===== config.mk =====
export PLATFORM = sky130hd
export DESIGN_NAME = ucfg_event_counters
export DESIGN_NICKNAME = d
export VERILOG_FILES = /design/src/verilog/ucfg_pkg.sv /design/src/verilog/ucfg_qual_if.sv /design/src/verilog/ucfg_event_counters.sv /design/src/verilog/ucfg_event_qual.sv
export SDC_FILE = /design/constraint.sdc
export NUM_CORES = 1
export LEC_CHECK = 0
export BUFFER_PORTS_ARGS = -buffer_cell sky130_fd_sc_hd__buf_2
export CORE_MARGIN = 4
export CORE_UTILIZATION = 50
export DETAILED_ROUTE_END_ITERATION = 10
export GPL_ROUTABILITY_DRIVEN = 0
export PLACE_DENSITY = 0.7
export REMOVE_ABC_BUFFERS = 1
export SYNTH_ARGS = -nofsm -noshare
export SYNTH_HDL_FRONTEND = slang
export SYNTH_SLANG_ARGS = --single-unit
export TNS_END_PERCENT = 5

===== constraint.sdc =====
create_clock -name sys_clk -period 21.9 [get_ports sys_clk]
set_input_delay 4.38 -clock sys_clk [delete_from_list [all_inputs] [get_ports sys_clk]]
set_output_delay 4.38 -clock sys_clk [all_outputs]
set_load 0.1 [all_outputs]

===== src/verilog/ucfg_pkg.sv =====
// constants shared by the configuration unit event counters
package ucfg_pkg;

   // ==========================================================
   // register addresses, as seen on the register access port
   localparam logic [15:0] ADDR_FIX_CTL = 16'h0C08;  // cycle_counter_control
   localparam logic [15:0] ADDR_FIX_CTR = 16'h0C09;  // cycle_counter_value
   localparam logic [15:0] ADDR_CTL0    = 16'h0C10;  // event_counter_control 0
   localparam logic [15:0] ADDR_CTL1    = 16'h0C11;  // event_counter_control 1
   localparam logic [15:0] ADDR_CTR0    = 16'h0C16;  // event_counter_value 0
   localparam logic [15:0] ADDR_CTR1    = 16'h0C17;  // event_counter_value 1

   // ==========================================================
   // control register field positions
   localparam int THRESH_LSB = 24;
   localparam int THRESH_MSB = 28;
   localparam int INVERT_BIT = 23;
   localparam int EN_BIT     = 22;
   localparam int EDGE_BIT   = 18;
   localparam int CLR_BIT    = 17;
   localparam int UMASK_LSB  = 8;
   localparam int UMASK_MSB  = 15;
   localparam int EVSEL_LSB  = 0;
   localparam int EVSEL_MSB  = 7;

   // writable bits of each control register, the rest read zero
   localparam logic [31:0] CTL_RW_MASK     = 32'h1FC4FFFF;
   localparam logic [31:0] FIX_CTL_RW_MASK = 32'h00400000;

   // ==========================================================
   // values after reset
   localparam logic [31:0] CTL_RESET = 32'h00000000;
   localparam logic [63:0] CTR_RESET = 64'h0000000000000000;

   // ==========================================================
   // event codes and message subevent bits
   localparam logic [7:0] EV_LEGACY_WIRE_MESSAGES = 8'h42;
   localparam logic [7:0] EV_LOCK_STARTS          = 8'h44;
   localparam int UM_VIRTUAL_WIRE     = 0;  // virtual_wire_received
   localparam int UM_SIGNALLED_IRQ    = 1;  // signalled_irq_received
   localparam int UM_INTERPROC_IRQ    = 2;  // interprocessor_irq_received
   localparam int UM_BELL_MSG         = 3;  // bell_msg_received
   localparam int UM_IRQ_PRIORITY     = 4;  // irq_priority_update
   localparam int MSG_W               = 5;
   localparam int THRESH_W            = 5;
   localparam int NUM_CTR             = 2;

endpackage


===== src/verilog/ucfg_qual_if.sv =====
// carrier between the counter top and one event qualifier
`timescale 1ns/1ps
interface ucfg_qual_if;
   logic [31:0] ctl;      // control register contents
   logic [4:0]  msg_ev;   // message event pulses
   logic        lock_ev;  // lock sequence start pulse
   logic        adv;      // counter advances this cycle

   modport top  (output ctl, output msg_ev, output lock_ev, input adv);
   modport qual (input ctl, input msg_ev, input lock_ev, output adv);
endinterface

===== src/verilog/ucfg_event_counters.sv =====
// two programmable event counters and a fixed cycle counter
//
// Behaviour
// - threshold field at bits 28:24 is compared with each cycle's increment.
// - bit 23 flips compare: clear means increment >= threshold, set means below.
// - bit 18 set counts rising transitions; clear counts every asserted cycle.
// - edge and invert both set counts falling transitions instead.
// - writing one to write-only bit 17 clears the paired data counter.
// - bits 7:0 select event code, bits 15:8 select its subevents.
// - each data counter holds 44 bits; bits 63:44 reserved, reset zero.
// - carry out of bit 43 wraps the counter, counting continues.
// - data counters may be read at any time while counting.
// - fixed counter adds one each fabric clock cycle while enabled.
// - fixed counter runs only with its bit 22 and the global enable set.
// - fixed counter value in bits 43:0, bits 63:44 reserved.
// - code 0x42 counts received interrupt messages, one per cycle at most.
// - message subevent bits: wire, signalled, interprocessor, bell, priority.
// - code 0x44 counts lock sequence starts, one per cycle at most.
// - programmable counter collects only while its local enable is set.
// - after reset every counter stays disabled until software enables it.
// - no box-wide freeze; counting starts once enabled with valid code.
`timescale 1ns/1ps
module ucfg_event_counters #(
   parameter int CNT_W = 44  // data counter width
) (
   input  wire logic        sys_clk,       // fabric_clock, 20 MHz
   input  wire logic        rst,           // async reset, active high
   input  wire logic        msr_wr,        // register write strobe
   input  wire logic        msr_rd,        // register read strobe
   input  wire logic [15:0] msr_addr,      // register address
   input  wire logic [63:0] msr_wdata,     // write data
   output logic      [63:0] msr_rdata,     // read data, registered
   output logic             msr_rd_valid,  // read data valid pulse
   output logic             msr_fault,     // unmapped access pulse
   input  wire logic        global_en,     // global enable for fixed counter
   input  wire logic [4:0]  msg_events,    // message received pulses
   input  wire logic        lock_start     // lock sequence start pulse
);
   // ==========================================================
   // parameter check
   generate
      if (CNT_W < 1 || CNT_W > 64) begin : g_bad_width
         $error("counter width must be 1 to 64");
      end
   endgenerate

   typedef struct packed {
      logic [1:0][31:0]      ctl;      // event_counter_control
      logic [1:0][CNT_W-1:0] ctr;      // event_counter_value
      logic                  fix_en;   // cycle_counter_control enable
      logic [CNT_W-1:0]      fctr;     // cycle_counter_value
      logic [63:0]           rdata;    // read data
      logic                  rd_valid; // read answer
      logic                  fault;    // unmapped access
   } ucfg_state_type;

   ucfg_state_type s_reg;
   ucfg_state_type s_next;
   logic [1:0]     adv;

   // ==========================================================
   // helpers
   // index of a programmable control register, or -1
   function automatic int ctl_index(input logic [15:0] a);
      if (a == ucfg_pkg::ADDR_CTL0) begin
         return 0;
      end else if (a == ucfg_pkg::ADDR_CTL1) begin
         return 1;
      end
      return -1;
   endfunction

   // index of a programmable data counter, or -1
   function automatic int ctr_index(input logic [15:0] a);
      if (a == ucfg_pkg::ADDR_CTR0) begin
         return 0;
      end else if (a == ucfg_pkg::ADDR_CTR1) begin
         return 1;
      end
      return -1;
   endfunction

   // true for any mapped address
   function automatic logic addr_mapped(input logic [15:0] a);
      return (ctl_index(a) >= 0) || (ctr_index(a) >= 0) ||
             (a == ucfg_pkg::ADDR_FIX_CTL) || (a == ucfg_pkg::ADDR_FIX_CTR);
   endfunction

   // ==========================================================
   // event qualifiers, one per programmable counter
   ucfg_qual_if qif [1:0] ();

   generate
      for (genvar gi = 0; gi < 2; gi++) begin : g_qual
         assign qif[gi].ctl     = s_reg.ctl[gi];
         assign qif[gi].msg_ev  = msg_events;
         assign qif[gi].lock_ev = lock_start;
         assign adv[gi]         = qif[gi].adv;
         ucfg_event_qual u_qual (
            .sys_clk (sys_clk),
            .rst     (rst),
            .q       (qif[gi])
         );
      end
   endgenerate

   // ==========================================================
   // next state: counting first, then register writes take over
   always_comb begin
      s_next          = s_reg;
      s_next.rd_valid = 1'b0;
      s_next.fault    = 1'b0;
      // programmable counters wrap silently past the top bit
      for (int i = 0; i < 2; i++) begin
         if (adv[i]) begin
            s_next.ctr[i] = s_reg.ctr[i] + 1'b1;
         end
      end
      // fixed counter needs both enables
      if (s_reg.fix_en && global_en) begin
         s_next.fctr = s_reg.fctr + 1'b1;
      end
      // counter writes and clear bits override counting in the same cycle
      if (msr_wr) begin
         if (ctl_index(msr_addr) >= 0) begin
            // reserved and write-only bits are not stored
            s_next.ctl[ctl_index(msr_addr)] = msr_wdata[31:0] & ucfg_pkg::CTL_RW_MASK;
            if (msr_wdata[ucfg_pkg::CLR_BIT]) begin
               s_next.ctr[ctl_index(msr_addr)] = '0;
            end
         end else if (ctr_index(msr_addr) >= 0) begin
            s_next.ctr[ctr_index(msr_addr)] = msr_wdata[CNT_W-1:0];
         end else if (msr_addr == ucfg_pkg::ADDR_FIX_CTL) begin
            s_next.fix_en = msr_wdata[ucfg_pkg::EN_BIT];
         end else if (msr_addr == ucfg_pkg::ADDR_FIX_CTR) begin
            s_next.fctr = msr_wdata[CNT_W-1:0];
         end
      end
      // reads never disturb counting; answer next cycle
      if (msr_rd) begin
         s_next.rd_valid = 1'b1;
         s_next.rdata    = 64'h0000000000000000;
         if (ctl_index(msr_addr) >= 0) begin
            s_next.rdata = 64'(s_reg.ctl[ctl_index(msr_addr)]);
         end else if (ctr_index(msr_addr) >= 0) begin
            s_next.rdata = 64'(s_reg.ctr[ctr_index(msr_addr)]);
         end else if (msr_addr == ucfg_pkg::ADDR_FIX_CTL) begin
            s_next.rdata = 64'(ucfg_pkg::FIX_CTL_RW_MASK & {9'h000, s_reg.fix_en, 22'h000000});
         end else if (msr_addr == ucfg_pkg::ADDR_FIX_CTR) begin
            s_next.rdata = 64'(s_reg.fctr);
         end
      end
      // unmapped accesses are flagged; an unmapped read still answers zero with valid set
      if ((msr_rd || msr_wr) && !addr_mapped(msr_addr)) begin
         s_next.fault = 1'b1;
      end
   end

   // ==========================================================
   // state register; everything disabled after reset
   always_ff @(posedge sys_clk or posedge rst) begin
      if (rst) begin
         s_reg.ctl      <= {ucfg_pkg::CTL_RESET, ucfg_pkg::CTL_RESET};
         s_reg.ctr      <= '0;
         s_reg.fix_en   <= 1'b0;
         s_reg.fctr     <= '0;
         s_reg.rdata    <= ucfg_pkg::CTR_RESET;
         s_reg.rd_valid <= 1'b0;
         s_reg.fault    <= 1'b0;
      end else begin
         s_reg <= s_next;
      end
   end

   // ==========================================================
   // outputs
   assign msr_rdata    = s_reg.rdata;
   assign msr_rd_valid = s_reg.rd_valid;
   assign msr_fault    = s_reg.fault;

   // ==========================================================
   // checks
   property p_clear;
      @(posedge sys_clk) disable iff (rst)
      (msr_wr && ctl_index(msr_addr) == 0 && msr_wdata[ucfg_pkg::CLR_BIT]) |=>
         (s_reg.ctr[0] == '0);
   endproperty
   a_clear: assert property (p_clear) else $error("clear bit did not zero counter");

   property p_wrap;
      @(posedge sys_clk) disable iff (rst)
      (adv[1] && (&s_reg.ctr[1]) && !msr_wr) |=> (s_reg.ctr[1] == '0);
   endproperty
   a_wrap: assert property (p_wrap) else $error("counter did not wrap");

   property p_fix_run;
      @(posedge sys_clk) disable iff (rst)
      (s_reg.fix_en && global_en && !msr_wr) |=> (s_reg.fctr == $past(s_reg.fctr) + 1'b1);
   endproperty
   a_fix_run: assert property (p_fix_run) else $error("fixed counter missed a cycle");

   property p_fix_hold;
      @(posedge sys_clk) disable iff (rst)
      (!(s_reg.fix_en && global_en) && !msr_wr) |=> $stable(s_reg.fctr);
   endproperty
   a_fix_hold: assert property (p_fix_hold) else $error("fixed counter ran disabled");

   property p_en_gate;
      @(posedge sys_clk) disable iff (rst)
      (!s_reg.ctl[0][ucfg_pkg::EN_BIT] && !msr_wr) |=> $stable(s_reg.ctr[0]);
   endproperty
   a_en_gate: assert property (p_en_gate) else $error("disabled counter moved");

   property p_step_one;
      @(posedge sys_clk) disable iff (rst)
      (!msr_wr) |=> (s_reg.ctr[0] == $past(s_reg.ctr[0]) + CNT_W'($past(adv[0])));
   endproperty
   a_step_one: assert property (p_step_one) else $error("counter step not one");

   property p_read_ctl;
      @(posedge sys_clk) disable iff (rst)
      (msr_rd && ctl_index(msr_addr) >= 0) |=>
         (msr_rd_valid && (msr_rdata & ~64'(ucfg_pkg::CTL_RW_MASK)) == 64'h0000000000000000);
   endproperty
   a_read_ctl: assert property (p_read_ctl) else $error("reserved control bits set");

   property p_read_ctr;
      @(posedge sys_clk) disable iff (rst)
      (msr_rd && ctr_index(msr_addr) == 1) |=>
         (msr_rd_valid && msr_rdata == 64'($past(s_reg.ctr[1])));
   endproperty
   a_read_ctr: assert property (p_read_ctr) else $error("counter read wrong");

   property p_code_gate;
      @(posedge sys_clk) disable iff (rst)
      (s_reg.ctl[1][ucfg_pkg::EVSEL_MSB:ucfg_pkg::EVSEL_LSB] == 8'h00) |-> !adv[1];
   endproperty
   a_code_gate: assert property (p_code_gate) else $error("counted with code zero");

   property p_reset_off;
      @(posedge sys_clk) disable iff (rst)
      ($rose(s_reg.fix_en)) |-> $past(msr_wr && msr_addr == ucfg_pkg::ADDR_FIX_CTL);
   endproperty
   a_reset_off: assert property (p_reset_off) else $error("enable rose without write");

   property p_clear_one;
      @(posedge sys_clk) disable iff (rst)
      (msr_wr && ctl_index(msr_addr) == 1 && msr_wdata[ucfg_pkg::CLR_BIT]) |=>
         (s_reg.ctr[1] == '0);
   endproperty
   a_clear_one: assert property (p_clear_one) else $error("counter one not cleared");

   property p_ctr_write;
      @(posedge sys_clk) disable iff (rst)
      (msr_wr && ctr_index(msr_addr) == 1) |=>
         (s_reg.ctr[1] == $past(msr_wdata[CNT_W-1:0]));
   endproperty
   a_ctr_write: assert property (p_ctr_write) else $error("counter write lost");

   property p_ctr_upper;
      @(posedge sys_clk) disable iff (rst)
      (msr_rd && ctr_index(msr_addr) >= 0) |=>
         ((msr_rdata >> CNT_W) == 64'h0000000000000000);
   endproperty
   a_ctr_upper: assert property (p_ctr_upper) else $error("counter upper bits set");

   property p_fix_upper;
      @(posedge sys_clk) disable iff (rst)
      (msr_rd && msr_addr == ucfg_pkg::ADDR_FIX_CTR) |=>
         ((msr_rdata >> CNT_W) == 64'h0000000000000000);
   endproperty
   a_fix_upper: assert property (p_fix_upper) else $error("fixed upper bits set");

   property p_fix_write;
      @(posedge sys_clk) disable iff (rst)
      (msr_wr && msr_addr == ucfg_pkg::ADDR_FIX_CTR) |=>
         (s_reg.fctr == $past(msr_wdata[CNT_W-1:0]));
   endproperty
   a_fix_write: assert property (p_fix_write) else $error("fixed counter write lost");

   property p_fix_ctl_rd;
      @(posedge sys_clk) disable iff (rst)
      (msr_rd && msr_addr == ucfg_pkg::ADDR_FIX_CTL) |=>
         ((msr_rdata & ~64'(ucfg_pkg::FIX_CTL_RW_MASK)) == 64'h0000000000000000);
   endproperty
   a_fix_ctl_rd: assert property (p_fix_ctl_rd) else $error("fixed control bits set");

   property p_rd_answer;
      @(posedge sys_clk) disable iff (rst)
      msr_rd |=> msr_rd_valid;
   endproperty
   a_rd_answer: assert property (p_rd_answer) else $error("read not answered");

   // ==========================================================
   // scenarios of interest
   c_msg_count: cover property (@(posedge sys_clk) disable iff (rst)
      adv[0] && s_reg.ctl[0][7:0] == ucfg_pkg::EV_LEGACY_WIRE_MESSAGES);
   c_lock_count: cover property (@(posedge sys_clk) disable iff (rst)
      adv[1] && s_reg.ctl[1][7:0] == ucfg_pkg::EV_LOCK_STARTS);
   c_wrap: cover property (@(posedge sys_clk) disable iff (rst)
      adv[0] && (&s_reg.ctr[0]));
   c_fix_read: cover property (@(posedge sys_clk) disable iff (rst)
      msr_rd && msr_addr == ucfg_pkg::ADDR_FIX_CTR && s_reg.fix_en && global_en);
   c_fall_edge: cover property (@(posedge sys_clk) disable iff (rst)
      adv[0] && s_reg.ctl[0][ucfg_pkg::EDGE_BIT] && s_reg.ctl[0][ucfg_pkg::INVERT_BIT]);
endmodule


===== src/verilog/ucfg_event_qual.sv =====
// event selection, threshold, invert and edge shaping for one counter
`timescale 1ns/1ps
module ucfg_event_qual (
   input wire logic   sys_clk,  // fabric_clock
   input wire logic   rst,      // async reset, active high
   ucfg_qual_if.qual  q         // control and events in, advance out
);
   typedef struct packed {
      logic prev_ge;  // threshold compare result last cycle
   } ucfg_qstate_type;

   ucfg_qstate_type s_reg;
   ucfg_qstate_type s_next;
   logic [7:0]      evsel;
   logic [7:0]      umask;
   logic [4:0]      thresh;
   logic [4:0]      inc;
   logic            code_ok;
   logic            ge;
   logic            hit;

   // ==========================================================
   // decode, threshold compare and shaping
   always_comb begin
      evsel   = q.ctl[ucfg_pkg::EVSEL_MSB:ucfg_pkg::EVSEL_LSB];
      umask   = q.ctl[ucfg_pkg::UMASK_MSB:ucfg_pkg::UMASK_LSB];
      thresh  = q.ctl[ucfg_pkg::THRESH_MSB:ucfg_pkg::THRESH_LSB];
      inc     = 5'h00;
      code_ok = 1'b0;
      case (evsel)
         ucfg_pkg::EV_LEGACY_WIRE_MESSAGES: begin
            inc     = {4'h0, |(q.msg_ev & umask[4:0])};
            code_ok = 1'b1;
         end
         ucfg_pkg::EV_LOCK_STARTS: begin
            inc     = {4'h0, q.lock_ev};
            code_ok = 1'b1;
         end
         default: begin
            inc     = 5'h00;
            code_ok = 1'b0;
         end
      endcase
      ge = (inc >= thresh);
      if (q.ctl[ucfg_pkg::EDGE_BIT]) begin
         if (q.ctl[ucfg_pkg::INVERT_BIT]) begin
            hit = s_reg.prev_ge & ~ge;
         end else begin
            hit = ~s_reg.prev_ge & ge;
         end
      end else begin
         hit = q.ctl[ucfg_pkg::INVERT_BIT] ? ~ge : ge;
      end
      // one count per qualifying cycle or transition
      q.adv          = q.ctl[ucfg_pkg::EN_BIT] & code_ok & hit;
      s_next.prev_ge = ge;
   end

   // ==========================================================
   // state register
   always_ff @(posedge sys_clk or posedge rst) begin
      if (rst) begin
         s_reg <= '0;
      end else begin
         s_reg <= s_next;
      end
   end

   // ==========================================================
   // checks on the shaping
   property p_rise_only;
      @(posedge sys_clk) disable iff (rst)
      (q.adv && q.ctl[ucfg_pkg::EDGE_BIT] && !q.ctl[ucfg_pkg::INVERT_BIT]) |->
         (ge && !s_reg.prev_ge);
   endproperty
   a_rise_only: assert property (p_rise_only) else $error("edge count without rise");

   property p_fall_only;
      @(posedge sys_clk) disable iff (rst)
      (q.adv && q.ctl[ucfg_pkg::EDGE_BIT] && q.ctl[ucfg_pkg::INVERT_BIT]) |->
         (!ge && s_reg.prev_ge);
   endproperty
   a_fall_only: assert property (p_fall_only) else $error("edge count without fall");

   property p_thresh;
      @(posedge sys_clk) disable iff (rst)
      (q.adv && !q.ctl[ucfg_pkg::EDGE_BIT]) |-> ((inc >= thresh) != q.ctl[ucfg_pkg::INVERT_BIT]);
   endproperty
   a_thresh: assert property (p_thresh) else $error("advance against threshold");
endmodule


==> impl_results.md <==
- Setup repair after global routing missed its margin: no
- Post-layout nets: 1543
- DR pass1 iterations: 5
- Number of enable-type register cells in the synthesized netlist: 0
- Max frequency: 137 MHz
- Global-route wire length before repair: a little over 60 mm
- Final max-slew violation count: 0
- Leading cell type in the layout, fill and taps excluded: dfrtp_1
- Count of buffers inserted at the top-level ports: 116
- Placement Rows: 59
- Sequence of cells on the critical path: buf_2 -> a222oi_1 -> a21oi_1 -> nand2_1 -> o21ai_0 -> nand2_1 -> ha_1 -> nor2b_1 -> o2111ai_1 -> a2111o_1 -> nor4_1 -> xnor2_1 -> a21oi_1
- Buffers inserted during post-CTS setup optimization: 0
- LEAKAGE: 6.18 nW
- Crit path max fanout: 14
- # H-tree levels: 1
- Sum of buffers and inverters on the critical path: 1
- Estimated wirelength of the detail-placed design: 26.1 mm
- Seq/Total Area, Yosys: 0.436
- Setup clock skew after layout: 0.00960 ns
- Biggest cell delay along the critical path: 0.83 ns
- Combined area of all synthesized cells: between 10000 and 15000 sq um
- TNS Setup: 0 ns
- Total CTS buffers: 26
- Die footprint: 29000 sq um
- Endpoint of the worst register-to-register path: s_reg[186]$_DFF_PP0_
- Minimum setup slack after placement: 14.16 ns
- Post-synthesis share of cell area spent on full adders, half adders and majority gates: 0.00476
- IO Pins: about 160
- Crit start category: input pin
- Reg2reg start: qif[1].ctl[0]$_DFFE_PP0P_
- CP max stage cell: a2111o_1
- Length in cells of the worst reg-to-reg path: 10
- Number of global-route vias before repair: 11000
- Min-delay src: qif[1].ctl[13]$_DFFE_PP0P_
- Run status: complete, no violations
- Clock-pin slew on the worst setup and hold paths: 0.06 ns
- Minimum clock period: 7.28 ns
- Number of sinks on the clock net: 229
- Placeable Area: about 26000 sq um
- Crit path max-delay family: compound AO/OA/AOI/OAI gates
- CP required: 22.29 ns
- Slew @ Worst Pin: 1.23 ns
- Total of hold buffers inserted after clock tree synthesis: 0
- Die width: 170 microns
- Area growth, synth to finish: 10.7%
- Hold Path Class: reg -> reg
- Mux contribution to synthesized area: 0.0603
- Total via count after detailed routing: 11000
- # placed instances: 1754
- Congestion Overflow GR: 0
- Mean number of vias per cell: 6.09
- Final non-filler cell total: 1801
- Worst rel slew slack: 0.174
- Dominant combinational cell family by area after synthesis: compound AO/OA/AOI/OAI gates
- Primary FF master, synth: dfrtp_1
- Number of storage elements in the synthesis netlist: 229
- Cell at the root of the clock tree: clkbuf_16
- Critical Path End Type: register
- Core utilization of the finished layout: 0.560
- Crit path DAT: 7.67 ns
- Clock latency on the worst-skew pair: about 0.53 ns
- WL/cell: 21.2 microns
- Total length of routed wires: 38.2 mm
- Layout cells sized above 1: 0.181
- Routed Antenna Nets: 0
- Number of flip-flops under the largest register name: 133
- Synthesized instance count: roughly 1400
- Maximum number of pins on one net before global-route repair: 91
- Maximum ir drop on the vdd rail: 0.0000679 V
- Mean cell area of the mapped netlist: just over 9 sq um
- Number of antenna violations at the first check in global routing: 2
- # Max-Cap Violations: 0
- Initial cell density of the core: 0.506
- Share of flip-flops with an asynchronous set or reset: 1.00
- Die Ht: roughly 170 microns
- Final routed DRC violation total: 0
- Number of endpoints failing setup at the final stage: 0
- Diode insertion count for antenna repair: 0
- Compound-gate portion of the synthesized area: 0.175
- Worst hold path cell count: 1
- Xor and xnor fraction of the mapped netlist area: 0.0879
- Endpoint, Worst Hold: qif[1].ctl[13]$_DFFE_PP0P_
- Post-Synth Simple-Gate Area: 0.168
- Initial DRC Count: 1006
- Count of final hold-check violations: 0
- Final clock period utilization by the worst path: 0.332
- CTS Buffer Depth: 3
- Unique masters post-synth: 58
- TritonCTS clock tree: built
- Slack of the worst reg-to-reg path: about 18 ns
- Setup ws final: about 15 ns
- Synth warn: 0
- Global-route total usage across every layer: 0.266
- Cell Pwr Density: 68.6 nW/um^2
- Number of gates given a new drive strength after cts: 0
- Leading cell types in the layout, fill and taps excluded: 229 x dfrtp_1, 161 x nor2_1, 144 x a21oi_1
- Worst Path Class, Setup: in -> reg
## synth_stat cells, types with 23 or more instances
cell type	n	area share
a21oi_1	144	0.055
a22oi_1	58	0.033
a2bb2oi_1	23	0.015
buf_4	65	0.037
clkbuf_1	72	0.021
dfrtp_1	229	0.44
mux2_2	50	0.043
mux2i_1	23	0.018
nand2_1	73	0.021
nand3_1	53	0.020
nand4_1	30	0.014
nor2_1	161	0.046
nor3_1	23	0.0088
o21ai_0	60	0.023
xnor2_1	73	0.049
xor2_1	59	0.039
## metal layers
| layer | GRT usage | part of all wire |
|---|---|---|
| met1 | 0.368 | 0.43 |
| met2 | 0.426 | 0.46 |
| met3 | 0.0506 | 0.076 |
| met4 | 0.0847 | 0.034 |
| met5 | 0 | 0.0015 |
## stage by stage
step / power, mW / hold slack [ns] / cell area, sq um
2_1_floorplan: 0.513 / 0.480 / 12400
3_3_place_gp: 0.543 / 0.487 / 13600
3_5_place_dp: 0.544 / 0.494 / 13600
4_1_cts: 1.00 / 0.509 / 14600
5_1_grt: 1.03 / 0.528 / 14600
6_report: 0.999 / 0.508 / 14600
## worst max path at each step
stage	slack, ns	cells after the start	to	from
detailed placement	14.16	13	s_reg[186]$_DFF_PP0_	msg_events[2]
global route	14.42	13	s_reg[186]$_DFF_PP0_	msg_events[2]
global placement	14.16	13	s_reg[186]$_DFF_PP0_	msg_events[2]
finish	14.62	13	s_reg[186]$_DFF_PP0_	msg_events[2]
CTS	14.69	13	s_reg[186]$_DFF_PP0_	msg_events[2]
floorplan	10.86	6	s_reg[100]$_DFF_PP0_	msr_addr[9]
## worst register-to-register path, delay by kind of cell, from the launching register on
family	cells	cell delay (ns)
AOI/OAI and AO/OA	3	1.22
adders and majority gates	1	0.29
xor gates and xnor gates	1	0.16
and+or+nand+nor	5	1.67
DFF	1	0.40
## cells by family (layout without fill, tap and decap cells)
family,Yosys count,in the layout
flops,229,229
mux,73,73
buf+inv,167,205
simple gates,442,442
compound gates,360,360
fa+ha+maj,5,5
xor+xnor,132,132
other cells,1,20
## where the power goes
part           switching [mW]  internal, mW  leakage, nW  total [mW]
registers             0.00303         0.429         2.83       0.432
clock network           0.177         0.286        0.457       0.463
logic                  0.0877        0.0157         2.89       0.103
## layout make-up
type,count,area [sq um]
inverters,19,78.8
clock buffers,39,801
flip-flops and latches,229,5730
well taps,335,419
clock inverters,8,115
multi-input cells,1032,6650
repair buffers,139,756
fillers,2415,11400
Note: power is estimated with default switching activity, not from simulation.
